[src/core/sfdc_regs.svh]
// register offsets, field positions, reset values for the synthesizer config bank
`ifndef SFDC_REGS_SVH
`define SFDC_REGS_SVH
`define SFDC_IDX_PUMP_DBL 7'h39
`define SFDC_IDX_NDIV_HI 7'h3a
`define SFDC_IDX_NDIV_LO 7'h3b
`define SFDC_IDX_NUM_TOP 7'h3c
`define SFDC_IDX_NUM_MID 7'h3d
`define SFDC_IDX_NUM_LOW 7'h3e
`define SFDC_IDX_DEN_TOP 7'h3f
`define SFDC_IDX_DEN_MID 7'h40
`define SFDC_IDX_DEN_LOW 7'h41
`define SFDC_IDX_MOD_CTRL 7'h42
`define SFDC_DBL_BIT 4
`define SFDC_RSV5_BIT 5
`define SFDC_CP_RST 4'h8
`define SFDC_NDIV_LO_RST 8'h66
`define SFDC_NDIV_HI_RST 4'h0
`define SFDC_DITHER_RST 2'h3
`define SFDC_ORDER_RST 2'h0
`define SFDC_DBL_RST 1'h1
`define SFDC_MASK_PUMP 8'h3f
`define SFDC_MASK_NIB 8'h0f
`define SFDC_MASK_TOP6 8'h3f
`define SFDC_MASK_FULL 8'hff
`endif

[src/core/sfdc_pkg.sv]
// types shared by the synthesizer config bank
package sfdc_pkg;
  typedef enum logic [1:0] {
    SFDC_DITHER_WEAK = 2'h0,
    SFDC_DITHER_MEDIUM = 2'h1,
    SFDC_DITHER_STRONG = 2'h2,
    SFDC_DITHER_OFF = 2'h3
  } sfdc_dither_type;
  typedef enum logic [1:0] {
    SFDC_ORDER_INT = 2'h0,
    SFDC_ORDER_ONE = 2'h1,
    SFDC_ORDER_TWO = 2'h2,
    SFDC_ORDER_THREE = 2'h3
  } sfdc_order_type;
  typedef enum logic [1:0] {
    SFDC_ST_IDLE = 2'b01,
    SFDC_ST_ANSWER = 2'b10
  } sfdc_state_type;
endpackage

[src/core/sfdc_field_if.sv]
// assembled synthesizer fields carried from the register bank to the field decoder
`timescale 1ns/1ps
interface sfdc_field_if;
  logic [11:0] ndiv;
  logic [21:0] numer;
  logic [21:0] denom;
  logic [1:0] order;
  logic [3:0] pump;
  logic [11:0] ratio_int;
  logic [21:0] ratio_num;
  logic [21:0] ratio_den;
  logic frac_active;
  logic [6:0] pump_tenths;
  modport bank (output ndiv, numer, denom, order, pump, input ratio_int, ratio_num, ratio_den, frac_active,
    pump_tenths);
  modport decode (input ndiv, numer, denom, order, pump, output ratio_int, ratio_num, ratio_den, frac_active,
    pump_tenths);
endinterface

[src/core/sfdc_bank.sv]
// configuration register bank for the first fractional-n synthesizer, avalon-mm slave
//
// Contract
// doubler enable bit 4 of pump control register drives doubler; resets to one.
// four-bit pump code sets charge pump current; code 8 is 6.4 mA, reset.
// integer divider is twelve bits; zero gives ratio one.
// low divider register supplies bits 7..0, resets 0x66; upper nibble resets zero.
// numerator is 22 bits from three registers, top six bits first; reset zero.
// denominator is 22 bits built likewise from three registers; reset zero.
// dither select bits 3:2: weak, medium, strong, disabled; resets to 3.
// modulator order bits 1:0: integer, first, second, third; resets to zero.
// fractional ratio used only with nonzero order; integer mode ignores fraction.
// undocumented reserved bits read zero; reserved bit 5 stores writes, resets zero.
`timescale 1ns/1ps
`include "sfdc_regs.svh"
module sfdc_bank (
  // clock and reset
  input wire logic REF_CLK,
  input wire logic RST_N,
  // avalon-mm slave
  input wire logic [8:0] AVS_ADDRESS,
  input wire logic AVS_READ,
  input wire logic AVS_WRITE,
  input wire logic [31:0] AVS_WRITEDATA,
  input wire logic [3:0] AVS_BYTEENABLE,
  output logic [31:0] AVS_READDATA,
  output logic [1:0] AVS_RESPONSE,
  output logic AVS_WAITREQUEST,
  // synthesizer controls
  output logic REF_DOUBLER_ENABLE,
  output logic [3:0] PUMP_CURRENT_SELECT,
  output logic [6:0] PUMP_CURRENT_TENTHS_MA,
  output logic [11:0] INTEGER_FEEDBACK_DIVIDER,
  output logic [21:0] FRACTION_NUMERATOR,
  output logic [21:0] FRACTION_DENOMINATOR,
  output sfdc_pkg::sfdc_dither_type DITHER_SELECT,
  output sfdc_pkg::sfdc_order_type MODULATOR_ORDER,
  output logic [11:0] RATIO_INTEGER,
  output logic [21:0] RATIO_NUMERATOR,
  output logic [21:0] RATIO_DENOMINATOR,
  output logic FRACTION_ACTIVE
);
  import sfdc_pkg::*;

  ////////////////////////////////////////////////////////////////////////////
  // storage

  logic [7:0] pump_dbl_q, ndiv_hi_q, ndiv_lo_q;
  logic [7:0] num_top_q, num_mid_q, num_low_q;
  logic [7:0] den_top_q, den_mid_q, den_low_q;
  logic [7:0] mod_ctrl_q;
  logic [7:0] rdata_q;
  logic [1:0] resp_q;
  sfdc_state_type state_q, state_d;

  ////////////////////////////////////////////////////////////////////////////
  // address decode

  // byte address is four times the printed register index
  function automatic logic hit(input logic [8:0] addr, input logic [6:0] idx);
    return (addr[1:0] == 2'h0) && (addr[8:2] == idx);
  endfunction

  wire logic [6:0] idx = AVS_ADDRESS[8:2];
  wire logic aligned = (AVS_ADDRESS[1:0] == 2'h0);
  wire logic in_range = aligned && (idx >= `SFDC_IDX_PUMP_DBL) && (idx <= `SFDC_IDX_MOD_CTRL);
  wire logic req = (AVS_READ || AVS_WRITE) && (state_q == SFDC_ST_IDLE);
  // only lane 0 holds register data; other lanes are ignored
  wire logic wr_go = req && AVS_WRITE && AVS_BYTEENABLE[0];
  wire logic [7:0] wb = AVS_WRITEDATA[7:0];
  wire logic we_pump = wr_go && hit(AVS_ADDRESS, `SFDC_IDX_PUMP_DBL);
  wire logic we_nhi = wr_go && hit(AVS_ADDRESS, `SFDC_IDX_NDIV_HI);
  wire logic we_nlo = wr_go && hit(AVS_ADDRESS, `SFDC_IDX_NDIV_LO);
  wire logic we_ntop = wr_go && hit(AVS_ADDRESS, `SFDC_IDX_NUM_TOP);
  wire logic we_nmid = wr_go && hit(AVS_ADDRESS, `SFDC_IDX_NUM_MID);
  wire logic we_nlow = wr_go && hit(AVS_ADDRESS, `SFDC_IDX_NUM_LOW);
  wire logic we_dtop = wr_go && hit(AVS_ADDRESS, `SFDC_IDX_DEN_TOP);
  wire logic we_dmid = wr_go && hit(AVS_ADDRESS, `SFDC_IDX_DEN_MID);
  wire logic we_dlow = wr_go && hit(AVS_ADDRESS, `SFDC_IDX_DEN_LOW);
  wire logic we_mod = wr_go && hit(AVS_ADDRESS, `SFDC_IDX_MOD_CTRL);

  // read mux; reserved bits other than pump bit 5 are never stored so they read zero
  logic [7:0] rsel;
  always_comb begin
    rsel = 8'h00;
    if (hit(AVS_ADDRESS, `SFDC_IDX_PUMP_DBL)) begin
      rsel = pump_dbl_q;
    end else if (hit(AVS_ADDRESS, `SFDC_IDX_NDIV_HI)) begin
      rsel = ndiv_hi_q;
    end else if (hit(AVS_ADDRESS, `SFDC_IDX_NDIV_LO)) begin
      rsel = ndiv_lo_q;
    end else if (hit(AVS_ADDRESS, `SFDC_IDX_NUM_TOP)) begin
      rsel = num_top_q;
    end else if (hit(AVS_ADDRESS, `SFDC_IDX_NUM_MID)) begin
      rsel = num_mid_q;
    end else if (hit(AVS_ADDRESS, `SFDC_IDX_NUM_LOW)) begin
      rsel = num_low_q;
    end else if (hit(AVS_ADDRESS, `SFDC_IDX_DEN_TOP)) begin
      rsel = den_top_q;
    end else if (hit(AVS_ADDRESS, `SFDC_IDX_DEN_MID)) begin
      rsel = den_mid_q;
    end else if (hit(AVS_ADDRESS, `SFDC_IDX_DEN_LOW)) begin
      rsel = den_low_q;
    end else if (hit(AVS_ADDRESS, `SFDC_IDX_MOD_CTRL)) begin
      rsel = mod_ctrl_q;
    end
  end

  ////////////////////////////////////////////////////////////////////////////
  // bus handshake: one wait cycle, answer on the second edge

  always_comb begin
    state_d = state_q;
    case (state_q)
      SFDC_ST_IDLE: begin
        if (AVS_READ || AVS_WRITE) begin
          state_d = SFDC_ST_ANSWER;
        end
      end
      SFDC_ST_ANSWER: begin
        state_d = SFDC_ST_IDLE;
      end
      default: begin
        state_d = SFDC_ST_IDLE;
      end
    endcase
  end

  assign AVS_WAITREQUEST = (AVS_READ || AVS_WRITE) && (state_q != SFDC_ST_ANSWER);
  assign AVS_READDATA = {24'h000000, rdata_q};
  assign AVS_RESPONSE = resp_q;

  always_ff @(posedge REF_CLK) begin
    if (!RST_N) begin
      state_q <= SFDC_ST_IDLE;
      rdata_q <= 8'h00;
      resp_q <= 2'h0;
    end else begin
      state_q <= state_d;
      if (req) begin
        rdata_q <= AVS_READ ? rsel : 8'h00;
        // unmapped or misaligned addresses answer slave error
        resp_q <= in_range ? 2'h0 : 2'h2;
      end
    end
  end

  ////////////////////////////////////////////////////////////////////////////
  // register writes

  always_ff @(posedge REF_CLK) begin
    if (!RST_N) begin
      pump_dbl_q <= {2'h0, 1'b0, `SFDC_DBL_RST, `SFDC_CP_RST};
      ndiv_hi_q <= {4'h0, `SFDC_NDIV_HI_RST};
      ndiv_lo_q <= `SFDC_NDIV_LO_RST;
      num_top_q <= 8'h00;
      num_mid_q <= 8'h00;
      num_low_q <= 8'h00;
      den_top_q <= 8'h00;
      den_mid_q <= 8'h00;
      den_low_q <= 8'h00;
      mod_ctrl_q <= {4'h0, `SFDC_DITHER_RST, `SFDC_ORDER_RST};
    end else begin
      if (we_pump) begin
        pump_dbl_q <= wb & `SFDC_MASK_PUMP;
      end
      if (we_nhi) begin
        ndiv_hi_q <= wb & `SFDC_MASK_NIB;
      end
      if (we_nlo) begin
        ndiv_lo_q <= wb;
      end
      if (we_ntop) begin
        num_top_q <= wb & `SFDC_MASK_TOP6;
      end
      if (we_nmid) begin
        num_mid_q <= wb;
      end
      if (we_nlow) begin
        num_low_q <= wb;
      end
      if (we_dtop) begin
        den_top_q <= wb & `SFDC_MASK_TOP6;
      end
      if (we_dmid) begin
        den_mid_q <= wb;
      end
      if (we_dlow) begin
        den_low_q <= wb;
      end
      if (we_mod) begin
        mod_ctrl_q <= wb & `SFDC_MASK_NIB;
      end
    end
  end

  ////////////////////////////////////////////////////////////////////////////
  // field assembly

  sfdc_field_if fields ();

  // both 22-bit fields share one packing: six top bits, then two full bytes
  function automatic logic [21:0] join22(input logic [7:0] top, input logic [7:0] mid, input logic [7:0] low);
    return {top[5:0], mid, low};
  endfunction

  assign fields.ndiv = {ndiv_hi_q[3:0], ndiv_lo_q};
  assign fields.numer = join22(num_top_q, num_mid_q, num_low_q);
  assign fields.denom = join22(den_top_q, den_mid_q, den_low_q);
  assign fields.order = mod_ctrl_q[1:0];
  assign fields.pump = pump_dbl_q[3:0];

  sfdc_ratio u_ratio (
    .clk(REF_CLK),
    .rst_n(RST_N),
    .f(fields)
  );

  assign REF_DOUBLER_ENABLE = pump_dbl_q[`SFDC_DBL_BIT];
  assign PUMP_CURRENT_SELECT = pump_dbl_q[3:0];
  assign PUMP_CURRENT_TENTHS_MA = fields.pump_tenths;
  assign INTEGER_FEEDBACK_DIVIDER = fields.ndiv;
  assign FRACTION_NUMERATOR = fields.numer;
  assign FRACTION_DENOMINATOR = fields.denom;
  assign DITHER_SELECT = sfdc_dither_type'(mod_ctrl_q[3:2]);
  assign MODULATOR_ORDER = sfdc_order_type'(mod_ctrl_q[1:0]);
  assign RATIO_INTEGER = fields.ratio_int;
  assign RATIO_NUMERATOR = fields.ratio_num;
  assign RATIO_DENOMINATOR = fields.ratio_den;
  assign FRACTION_ACTIVE = fields.frac_active;
endmodule

[src/core/sfdc_ratio.sv]
// decodes divider ratio and pump current from the assembled fields
`timescale 1ns/1ps
module sfdc_ratio (
  // clock and reset
  input wire logic clk,
  input wire logic rst_n,
  // fields
  sfdc_field_if.decode f
);
  import sfdc_pkg::*;

  // pump current in tenths of a milliampere
  function automatic logic [6:0] pump_tenths_of(input logic [3:0] code);
    logic [6:0] t;
    t = 7'h0;
    if (code[3]) begin
      t = 7'h40;
    end else begin
      t = (code[0] ? 7'h04 : 7'h00) + (code[1] ? 7'h08 : 7'h00) + (code[2] ? 7'h10 : 7'h00);
    end
    return t;
  endfunction

  wire logic frac_on;
  wire logic [11:0] int_eff;
  assign frac_on = (f.order != SFDC_ORDER_INT);
  // a zero divider still divides by one
  assign int_eff = (f.ndiv == 12'h000) ? 12'h001 : f.ndiv;

  always_ff @(posedge clk) begin
    if (!rst_n) begin
      f.ratio_int <= 12'h001;
      f.ratio_num <= 22'h0;
      f.ratio_den <= 22'h0;
      f.frac_active <= 1'b0;
      f.pump_tenths <= 7'h40;
    end else begin
      f.ratio_int <= int_eff;
      f.ratio_num <= frac_on ? f.numer : 22'h0;
      f.ratio_den <= frac_on ? f.denom : 22'h0;
      f.frac_active <= frac_on;
      f.pump_tenths <= pump_tenths_of(f.pump);
    end
  end
endmodule

[config.mk]
export PLATFORM = sky130hd
export DESIGN_NAME = sfdc_bank
export DESIGN_NICKNAME = d
export VERILOG_FILES = /design/src/core/sfdc_pkg.sv /design/src/core/sfdc_field_if.sv /design/src/core/sfdc_bank.sv /design/src/core/sfdc_ratio.sv
export VERILOG_INCLUDE_DIRS = /design/src /design/src/core
export SDC_FILE = /design/constraint.sdc
export NUM_CORES = 1
export LEC_CHECK = 0
export BUFFER_PORTS_ARGS = -buffer_cell sky130_fd_sc_hd__clkbuf_2
export CAP_MARGIN = 10
export CORE_MARGIN = 2
export CORE_UTILIZATION = 49
export CTS_BUF_LIST = sky130_fd_sc_hd__clkbuf_16
export CTS_CLUSTER_SIZE = 16
export DETAILED_ROUTE_END_ITERATION = 8
export PLACE_DENSITY = 0.91
export SKIP_LAST_GASP = 1
export SYNTH_ARGS = -nofsm -noshare
export SYNTH_HDL_FRONTEND = slang
export SYNTH_SLANG_ARGS = --single-unit
[constraint.sdc]
create_clock -name REF_CLK -period 2.4 [get_ports REF_CLK]
set_clock_uncertainty 0.05 [all_clocks]
set_input_delay 0.72 -clock REF_CLK [delete_from_list [all_inputs] [get_ports REF_CLK]]
set_output_delay 0.72 -clock REF_CLK [all_outputs]
set_load 0.01 [all_outputs]
==> results.txt <==
Outcome: finished clean
First-pass GRT wire length: 24.88 mm
VDD IR max: 475.6 µV
Primary FF master, synth: dfxtp_1
Post-synth EDFFs: 0
Final setup viols: 0
Slew @ Worst Pin: 528.3 ps
Clock buffer depth: 2
Remaining DRCs: 0
All-Layer GR Usage: 25.82%
Post-layout minimum cycle time: 2084 ps
TritonCTS Buffers: 17
Via density: 5.529
Layout Nets: 811
Later-pin clock latency in the skew report: 420 ps
Commonest non-fill, non-tap cell in the layout: clkbuf_2
Clock transition at path regs: 60 ps
Largest net degree at the start of global routing: 27
Post-DRT Antenna Nets: 0
Cells after Synth: 601
Leak: 0.003352 µW
CTS tree: built
Fmax: 479.8 MHz
Ant. Diodes: 0
Hold crit path type: reg -> reg
Final Cell Area: 7054 µm²
CTS Root Buffer Type: clkbuf_16
Post-synthesis cell type count: 54
Area growth from synthesis to layout: 26.13%
Critical Path, Cell by Cell: clkbuf_2, or2_1, nor3_2, and3_1, nand2_1, a21oi_1
HPWL after detailed placement: 11.22 mm
Vias in the first global route: 4623
Slowest library cell on the worst path: nor3_2
DRT Pass-1 Iters: 5
Ranking of synthesized cells by area: dfxtp_1 49%, mux2i_1 8.4%, and2_1 6.7%
Post-route clock period utilization: 86.84%
Seq/Total Area, Yosys: 49.40%
CP Max Fanout: 8
Slew headroom: 64.75%
Wire length per cell: 17.27 µm
Setup Crit Path Kind: in -> reg
WHS: 448.2 ps
# rows: 39
First DRT Iteration DRCs: 512
Total die area: 12280 µm²
H-tree levels: 4
Synth top area share: 49.40%
Final hold viol count: 0
Post-Route WL: 15.84 mm
Worst path max stage delay: 460 ps
WHS Path Cells: 2
Tot Pwr: 5153 µW
Synth async-reset ratio: 0%
CTS Hold Bufs: 0
Syn Area/Cell: 9.306 µm²
I/O pin total: 213
Core area: 11270 µm²
Routability cong.: 0.9834
Area after DPL: 6469 µm²
Final slew viol count: 0
Crit end category: flip-flop
Startpoint types: input port
Via count: 5070
Dpl ws: 18.72 ps
PD cells: 730.5 nW/µm²
MaxCap Viol Count: 0
Commonest cells after routing, fill and taps aside: 157 x clkbuf_2, 138 x dfxtp_1, 66 x nand2_1, 60 x and2_1, 55 x nor2_1
Fill cells: 891
Post-synth top area cell: dfxtp_1
Final setup margin: 315.8 ps
Crit path DAT: 2360 ps
RSZ-0062 raised after global routing: no
Setup TNS: 0 ps
Layout cells sized above 1: 30.10%
Flops & latches, synth: 138
Synthesized area: 5593 µm²
Reg2Reg Depth: 5
Initial antenna violation count: 0
Yosys warns: 0
Required time worst endpoint: 2680 ps
Initial Utilization: 49.62%
IO Port Bufs: 157
DIE WIDTH: 110.8 µm
Num Clock Sinks: 138
Cts repair resizes: 0
Postcts setup bufs: 0
Global route total overflow: 0
Die Ht: 110.8 µm
-- registers in the layout, indices dropped and copies added (netlist names) --
name                   flops
AVS_RESPONSE               1
den_low_q                  8
den_mid_q                  8
den_top_q                  6
mod_ctrl_q                 4
ndiv_hi_q                  4
ndiv_lo_q                  8
num_low_q                  8
num_mid_q                  8
num_top_q                  6
pump_dbl_q                 6
rdata_q                    8
state_q                    2
u_ratio.f.frac_active      1
u_ratio.f.pump_tenths      4
u_ratio.f.ratio_den       22
u_ratio.f.ratio_int       12
u_ratio.f.ratio_num       22
-- per-stage QoR --
step           util, %  cells
6_report         62.58    917
5_1_grt          62.58    917
4_1_cts          62.58    917
3_5_place_dp     57.39    886
3_3_place_gp     57.39    886
2_1_floorplan        -    628
-- cells in the mapped netlist (3+ instances only) --
library cell and number:
nand3_2 5, mux2i_1 47, nor2_1 56, o21ai_0 13, a31oi_1 3, nor2b_1 4, nand2_1 66, clkbuf_1 23
o22ai_1 9, nand3_1 13, buf_4 32, o2bb2ai_1 5, and2_1 60, mux2_2 3, buf_2 8, nor2_4 3
nand2b_1 6, inv_1 7, a32oi_1 7, dfxtp_1 138, nor3_1 6, and3_1 3, a211oi_1 4, buf_1 3
a21oi_1 37, o221ai_1 3
-- where the power goes --
part | internal (µW) | leakage, µW | switching (µW) | total (µW)
combinational | 84.5 | 0.00195 | 189 | 274
clock | 1610 | 0.000290 | 957 | 2570
sequential | 2300 | 0.00111 | 5.97 | 2310
total | 4000 | 0.00335 | 1150 | 5150
-- cells by family after synthesis --
kind of cell	count (synthesis)	share of synthesized area, %
other	1	0.06705
DFF	138	49.40
buffers and inverters	75	7.629
muxes	50	9.016
and+or+nand+nor	242	22.89
AOI/OAI and AO/OA	95	11.01
-- routing by layer --
metal	track usage [%]	wire, µm	vias to the layer above
met4	11.00	594	0
li1	-	-	2315
met1	33.31	6378	2340
met2	39.96	7146	354
met5	0	0	-
met3	8.256	1715	61
-- final cells by class --
cell class	instances	area (µm²)	share of cell area [%]
flip-flops and latches	138	2763	39.16
multi-input cells	415	2507	35.54
repair buffers	183	993.5	14.08
clock buffers	17	425.4	6.031
well taps	143	178.9	2.536
clock inverters	14	160.2	2.270
inverters	7	26.28	0.3725
-- final timing paths --
check | slack, ps | endpoint | startpoint
worst min register to register | 450 | den_mid_q[2] | den_mid_q[2]
worst min-delay path | 450 | den_mid_q[2] | den_mid_q[2]
worst max register to register | 510 | ndiv_hi_q[2] | state_q[1]
worst max-delay path | 320 | den_low_q[0] | AVS_ADDRESS[1]
-- critical path, delay by kind of cell --
kind | cells | cell delay, ps
buffers and inverters | 1 | 90
and+or+nand+nor | 4 | 1330
AOI/OAI and AO/OA | 1 | 220
(Power assumes the default switching activity.)
